===== src/shared/t16pe_map.svh =====
// register offsets, field positions, reset values and timing counts of the timer
`ifndef T16PE_MAP_SVH
`define T16PE_MAP_SVH
`define T16PE_DIR_OFS 16'hff23
`define T16PE_PRESC_OFS 16'hff61
`define T16PE_DIR_RST 8'hff
`define T16PE_PRESC_RST 8'h00
`define T16PE_DIR_FIXED 8'hfc
`define T16PE_PRESC_MASK 8'hf3
`define T16PE_CLK_LSB 0
`define T16PE_PRI_EDGE_LSB 4
`define T16PE_SEC_EDGE_LSB 6
`define T16PE_DIV4_LAST 8'h03
`define T16PE_DIV256_LAST 8'hff
`define T16PE_CNT_MAX 16'hffff
`endif


===== src/shared/t16pe_pkg.sv =====
// types of the prescaled 16-bit timer block
package t16pe_pkg;
    typedef enum logic [1:0] {T16PE_STOP, T16PE_CLR_EDGE, T16PE_FREE, T16PE_CLR_MATCH} t16pe_mode_t;
    typedef struct packed {
        logic wr;
        logic [15:0] addr;
        logic [7:0] wdata;
    } t16pe_cpu_t;
    typedef struct packed {
        logic [2:0] sync;
        logic cand;
        logic filt;
        logic last;
    } t16pe_pin_t;
    typedef struct packed {
        logic [7:0] presc;
        logic [1:0] dir;
        logic [7:0] div;
        logic [15:0] cnt;
        logic [15:0] cap;
        t16pe_pin_t [1:0] pin;
        logic cap_due;
        logic irq0;
        logic irq1;
        logic ovf;
        logic [7:0] rdata;
    } t16pe_state_t;
endpackage


===== src/hw/t16pe_top.sv =====
// prescaler, edge select, noise filter, port direction and 16-bit counter
`timescale 1ns/1ps
`include "t16pe_map.svh"
module t16pe_top (
    // clock and reset
    input wire logic sys_clk_i,
    input wire logic rst_n_i,
    // cpu memory port
    input wire t16pe_pkg::t16pe_cpu_t cpu_i,
    output logic [7:0] cpu_rdata_o,
    // mode control from the surrounding timer registers
    input wire t16pe_pkg::t16pe_mode_t timer_mode_control_i,
    input wire logic [15:0] compare_reg_zero_i,
    input wire logic capture_en_i,
    input wire logic overflow_clear_i,
    // pins: primary input, shared secondary input / timer output
    input wire logic primary_input_pin_i,
    output logic primary_pin_oe_o,
    input wire logic secondary_input_pin_i,
    output logic timer_output_pin_o,
    output logic timer_output_oe_o,
    // status
    output logic [15:0] main_counter_o,
    output logic [15:0] compare_reg_one_o,
    output logic overflow_flag_o,
    output logic compare_zero_irq_o,
    output logic compare_one_irq_o
);
    import t16pe_pkg::*;

    t16pe_state_t st_reg;
    t16pe_state_t st_next;
    logic running;
    logic [1:0] clk_sel;
    logic tick;
    logic pri_edge;
    logic sec_edge;
    logic samp;
    logic [1:0] pin_raw;

    // edge code 00 fall, 01 rise, 11 both; 10 is left to software to avoid
    function automatic logic edge_hit(input logic [1:0] sel, input logic now_lvl,
                                      input logic old_lvl);
        logic rise;
        logic fall;
        rise = now_lvl & ~old_lvl;
        fall = ~now_lvl & old_lvl;
        case (sel)
            2'b00: edge_hit = fall;
            2'b01: edge_hit = rise;
            2'b11: edge_hit = rise | fall;
            default: edge_hit = 1'b0;
        endcase
    endfunction

    assign running = (timer_mode_control_i != T16PE_STOP);
    assign clk_sel = st_reg.presc[`T16PE_CLK_LSB +: 2];
    assign pin_raw = {secondary_input_pin_i, primary_input_pin_i};

    // edges seen against the level held over the stopped interval
    assign pri_edge = running & edge_hit(st_reg.presc[`T16PE_PRI_EDGE_LSB +: 2],
                                         st_reg.pin[0].filt, st_reg.pin[0].last);
    assign sec_edge = running & edge_hit(st_reg.presc[`T16PE_SEC_EDGE_LSB +: 2],
                                         st_reg.pin[1].filt, st_reg.pin[1].last);

    // count clock enable: every cycle, divided, or a filtered pin edge
    always_comb begin
        case (clk_sel)
            2'b00: tick = running;
            2'b01: tick = running & (st_reg.div[1:0] == 2'(`T16PE_DIV4_LAST));
            2'b10: tick = running & (st_reg.div == `T16PE_DIV256_LAST);
            default: tick = pri_edge;
        endcase
    end

    // pin-edge clock filters at full rate, otherwise at the count clock
    assign samp = (clk_sel == 2'b11) ? 1'b1 : tick;

    always_comb begin
        st_next = st_reg;
        st_next.irq0 = 1'b0;
        st_next.irq1 = 1'b0;
        st_next.div = running ? st_reg.div + 8'h01 : 8'h00;
        // three-stage synchroniser, then a two-sample noise filter per pin
        for (int i = 0; i < 2; i++) begin
            st_next.pin[i].sync = {st_reg.pin[i].sync[1:0], pin_raw[i]};
            if (st_reg.pin[i].sync[2] == st_reg.pin[i].sync[1] && samp) begin
                st_next.pin[i].cand = st_reg.pin[i].sync[2];
                if (st_reg.pin[i].sync[2] == st_reg.pin[i].cand) begin
                    st_next.pin[i].filt = st_reg.pin[i].cand;
                end
            end
            // reference level frozen while stopped
            if (running) begin
                st_next.pin[i].last = st_reg.pin[i].filt;
            end
        end
        // counter step on each count clock
        if (!running) begin
            st_next.cnt = 16'h0000;
            st_next.cap_due = 1'b0;
        end else if (tick) begin
            st_next.cnt = st_reg.cnt + 16'h0001;
            if (st_reg.cnt == `T16PE_CNT_MAX &&
                (timer_mode_control_i != T16PE_CLR_MATCH ||
                 compare_reg_zero_i == `T16PE_CNT_MAX)) begin
                st_next.ovf = 1'b1;
            end
            if (st_reg.cnt == compare_reg_zero_i && timer_mode_control_i == T16PE_CLR_MATCH) begin
                st_next.cnt = 16'h0000;
                st_next.irq0 = 1'b1;
            end
            // irq for last capture shows one count clock later
            st_next.irq1 = st_reg.cap_due;
            st_next.cap_due = 1'b0;
        end
        // primary edge capture, restart in clear-on-edge mode
        if (running && pri_edge && clk_sel != 2'b11) begin
            if (capture_en_i) begin
                st_next.cap = st_reg.cnt;
                st_next.cap_due = 1'b1;
            end
            if (timer_mode_control_i == T16PE_CLR_EDGE) begin
                st_next.cnt = 16'h0000;
            end
        end
        // secondary edge raises compare-zero request outside clear-on-match mode
        if (sec_edge && timer_mode_control_i != T16PE_CLR_MATCH) begin
            st_next.irq0 = 1'b1;
        end
        // overflow clear loses against a new overflow in the same cycle only if the flag was clear
        if (overflow_clear_i && !(st_next.ovf && !st_reg.ovf)) begin
            st_next.ovf = 1'b0;
        end
        // register writes
        if (cpu_i.wr && cpu_i.addr == `T16PE_PRESC_OFS) begin
            st_next.presc = cpu_i.wdata & `T16PE_PRESC_MASK;
        end
        if (cpu_i.wr && cpu_i.addr == `T16PE_DIR_OFS) begin
            st_next.dir = cpu_i.wdata[1:0];
        end
        // read data, registered
        case (cpu_i.addr)
            `T16PE_PRESC_OFS: st_next.rdata = st_reg.presc;
            `T16PE_DIR_OFS: st_next.rdata = `T16PE_DIR_FIXED | {6'h00, st_reg.dir};
            default: st_next.rdata = 8'h00;
        endcase
    end

    always_ff @(posedge sys_clk_i or negedge rst_n_i) begin
        if (!rst_n_i) begin
            st_reg <= '0;
            st_reg.presc <= `T16PE_PRESC_RST;
            st_reg.dir <= 2'(`T16PE_DIR_RST);
        end else begin
            st_reg <= st_next;
        end
    end

    // outputs from flops, the enables inverted; timer output pin tied low
    assign cpu_rdata_o = st_reg.rdata;
    assign main_counter_o = st_reg.cnt;
    assign compare_reg_one_o = st_reg.cap;
    assign overflow_flag_o = st_reg.ovf;
    assign compare_zero_irq_o = st_reg.irq0;
    assign compare_one_irq_o = st_reg.irq1;
    assign primary_pin_oe_o = ~st_reg.dir[0];
    assign timer_output_oe_o = ~st_reg.dir[1];
    assign timer_output_pin_o = 1'b0;
endmodule


===== config.mk =====
export PLATFORM = sky130hd
export DESIGN_NAME = t16pe_top
export DESIGN_NICKNAME = d
export VERILOG_FILES = /design/src/shared/t16pe_pkg.sv /design/src/hw/t16pe_top.sv
export VERILOG_INCLUDE_DIRS = /design/src /design/src/shared
export SDC_FILE = /design/constraint.sdc
export NUM_CORES = 1
export LEC_CHECK = 0
export BUFFER_PORTS_ARGS = -buffer_cell sky130_fd_sc_hd__buf_2
export CAP_MARGIN = 20
export CORE_MARGIN = 5
export CORE_UTILIZATION = 28
export CTS_BUF_LIST = sky130_fd_sc_hd__clkbuf_16
export DETAILED_ROUTE_END_ITERATION = 7
export PLACE_DENSITY = 0.57
export SLEW_MARGIN = 20
export SYNTH_ARGS = -nofsm -noshare
export SYNTH_HDL_FRONTEND = slang
export SYNTH_SLANG_ARGS = --single-unit

===== constraint.sdc =====
create_clock -name sys_clk_i -period 2.2 [get_ports sys_clk_i]
set_input_delay 0.11 -clock sys_clk_i [delete_from_list [all_inputs] [get_ports sys_clk_i]]
set_output_delay 0.11 -clock sys_clk_i [all_outputs]
set_load 0.02 [all_outputs]

==> flow_summary.toml <==
[run_status]
outcome = "finished, violations left"
violations = "setup timing"

[route]
drt_wl_total_um = 9886
postRouteAntennaNets = 0
wl_per_cell_um = 15.92
drt_iter0_drc = 104
first_pass_iters = 4
drc = 0
vias = 2925
vias_per_cell = 4.710

[sta]
setup_viol = 1
fin_skew_ps = 6.055
maxClockFrequency_mhz = 452.9
max-slew-margin-rel = 0.6081
worst_pin_slew_ps = 573.0
worst_slack_ps = -7.962
finalCritPeriodShare = 1.004
min_period_ps = 2208
rsz0062_at_grt = "yes"
slew_violations = 0
hold_viol_final = 0
fin_tns_setup_ps = -7.962

[worst_setup_path]
endpoint = "main_counter_o[12]"
cp_data_required_time_ps = 2450
timing.rr.start = "clk_sel[1]"
regToRegEndpoint = "main_counter_o[12]"
worstPathArrival_ps = 2450
worstSetupPathType = "reg2reg"
r2r_cells = 8
critPathLaunchType = "flop"
r2r_setup_slack_ps = -8
crit_start = "clk_sel[1]"
crit_fanout = 8
endpoint_kind = "flop"

[hold_path]
hold_depth = 2
hp-class = "in2reg"

[grt]
grt_pass1_wl_um = 14970
grt_pass1_vias = 2997
grt-ovfl-total = 0
antenna_found_initial = 0
grt_usage = 0.1166
grt_start_max_net_pins = 72

[cts]
numCtsBuffers = 9
cts_buffer_depth = 2
path_clk_slew_ps = 60
cts_sinks = 71
cts_tree = "yes"
root_buffer = "clkbuf_16"
clk-insertion-delay-late_ps = 330
h-tree-depth = 3

[final_layout]
largest_reg_flops = 23
final_nets = 498
areaGrowthSynthToFinish_pct = 32.73
utilization = 0.3801
drive_gt1_frac = 0.4809
diodes = 0

[synth]
synth_seq_area_share = 0.4673
syn-mean-instance-area_um2 = 11.00
ys_ff_latch = 71
synth_cell_types = 56
ys.flop_type = "dfrtp_1"
synth_warnings = 0
synth_fp_nets = 404
synth_edf_count = 0
async_flop_share = 1.000
synthesis.area_um2 = 3807
synthCells = 346

[place]
gp_congestion = 0.8073
port-buffer-count = 91
dp_hpwl_um = 6717

[power]
p_per_area_nw_per_um2 = 752.1
leakagePower_nw = 2.450
ir_drop_mv = 0.3258

[die]
die_height_um = 126.6
initial_utilization = 0.2864
core_region_area_um2 = 13300
dieArea_um2 = 16030
die_x_um = 126.6
pin_count = 95
rows = 42

[flow_run]
drv_cap = 0
## kinds of logic after synthesis
| kind of cell | after synthesis | synth area share |
|---|---|---|
| fa+ha+maj | 9 | 0.02958 |
| simple gates | 85 | 0.1351 |
| flops | 71 | 0.4673 |
| mux | 27 | 0.07920 |
| buf+inv | 68 | 0.1140 |
| compound gates | 58 | 0.1117 |
| other cells | 1 | 0.0009849 |
| xor+xnor | 27 | 0.06211 |
## layout make-up
class	count	area (um^2)
fillers	1317	8242
multi-input cells	208	1805
flip-flops and latches	71	1779
repair buffers	134	867.1
clock buffers	9	225.2
well taps	176	220.2
clock inverters	7	96.34
inverters	16	60.06
## cell usage after synthesis, drive strengths merged (8+ instances only)
cell type | number | area share
ha | 9 | 0.030
nand3 | 13 | 0.020
buf | 48 | 0.094
o21ai | 11 | 0.014
nand4 | 8 | 0.013
nor2 | 11 | 0.012
nor3 | 8 | 0.012
xnor2 | 9 | 0.021
a211oi | 12 | 0.028
inv | 16 | 0.016
mux2 | 25 | 0.074
xor2 | 18 | 0.041
o31ai | 8 | 0.016
dfrtp | 69 | 0.45
nand2 | 13 | 0.015
## power by group
part           leakage [nW]  switching (mW)  internal (mW)
clock network         0.150           0.569          0.994
registers             0.947          0.0854           1.42
logic                  1.35           0.390          0.342
## metal layers
metal / global-route usage / up-vias / share of wire
met5: 0 / - / 0
met4: 0.03912 / 0 / 0.021
met3: 0.04035 / 18 / 0.063
met2: 0.1880 / 79 / 0.48
met1: 0.1462 / 1429 / 0.43
li1: - / 1399 / -
## how the worst min path moves through the flow
stage,end,start
floorplan,clk_sel[0],rst_n_i
global placement,compare_reg_one_o[3],rst_n_i
detailed placement,compare_reg_one_o[3],rst_n_i
CTS,st_reg[73],cpu_i[7]
global route,st_reg[71],cpu_i[5]
finish,st_reg[73],cpu_i[7]
## metrics by stage
stage               setup WS [ps]  power, mW  hold WS (ps)  cell area (um^2)  cells
CTS                        -28.85      3.787         8.001              4831    613
floorplan                   61.38      1.954        -185.6              3812    346
finish                     -7.962      3.801         16.33              5054    621
global route               -75.08      3.987         3.660              5054    621
detailed placement         -80.90      2.192         158.6              4337    587
global placement           -44.67      2.173         148.1              4337    587
## cell usage in the layout, fill, tap and decap left out, types with 3 or more instances in the layout
cell | netlist | final
buf_2 | 4 | 90
dfrtp_1 | 69 | 69
buf_4 | 42 | 32
xor2_1 | 18 | 18
inv_1 | 16 | 14
mux2_2 | 25 | 13
mux2_4 | 0 | 12
nand2_1 | 12 | 12
nand3_1 | 12 | 12
o21ai_0 | 11 | 11
clkbuf_16 | 0 | 11
nor2_1 | 10 | 10
xnor2_1 | 9 | 9
nand4_1 | 8 | 8
a211oi_2 | 3 | 8
ha_1 | 9 | 8
nor3_1 | 7 | 7
o31ai_1 | 8 | 7
or4_4 | 0 | 6
a21oi_1 | 6 | 5
buf_6 | 2 | 5
nor4_1 | 4 | 4
or3_1 | 4 | 4
a21o_1 | 4 | 4
a211oi_1 | 9 | 3
dlygate4sd3_1 | 0 | 3
## what timing repair did
action | CTS | global route
buffers inserted | 6 | 5
hold buffers | 3 | 0
pin swaps | 6 | 17
hold endpoints to repair | 71 | 0
gates resized for setup | 17 | 33
cloned | 1 | 3
endpoints found under the setup margin | 11 | 33
## critical path, cell delays in order (launching register included)
cell and delay [ps]:
dfrtp_1 420, buf_4 150, ha_1 170, inv_1 90, a311oi_4 150, buf_6 170, a21o_4 240, or4_4 490
a211oi_2 240
Note: power is estimated with default switching activity, not from simulation.
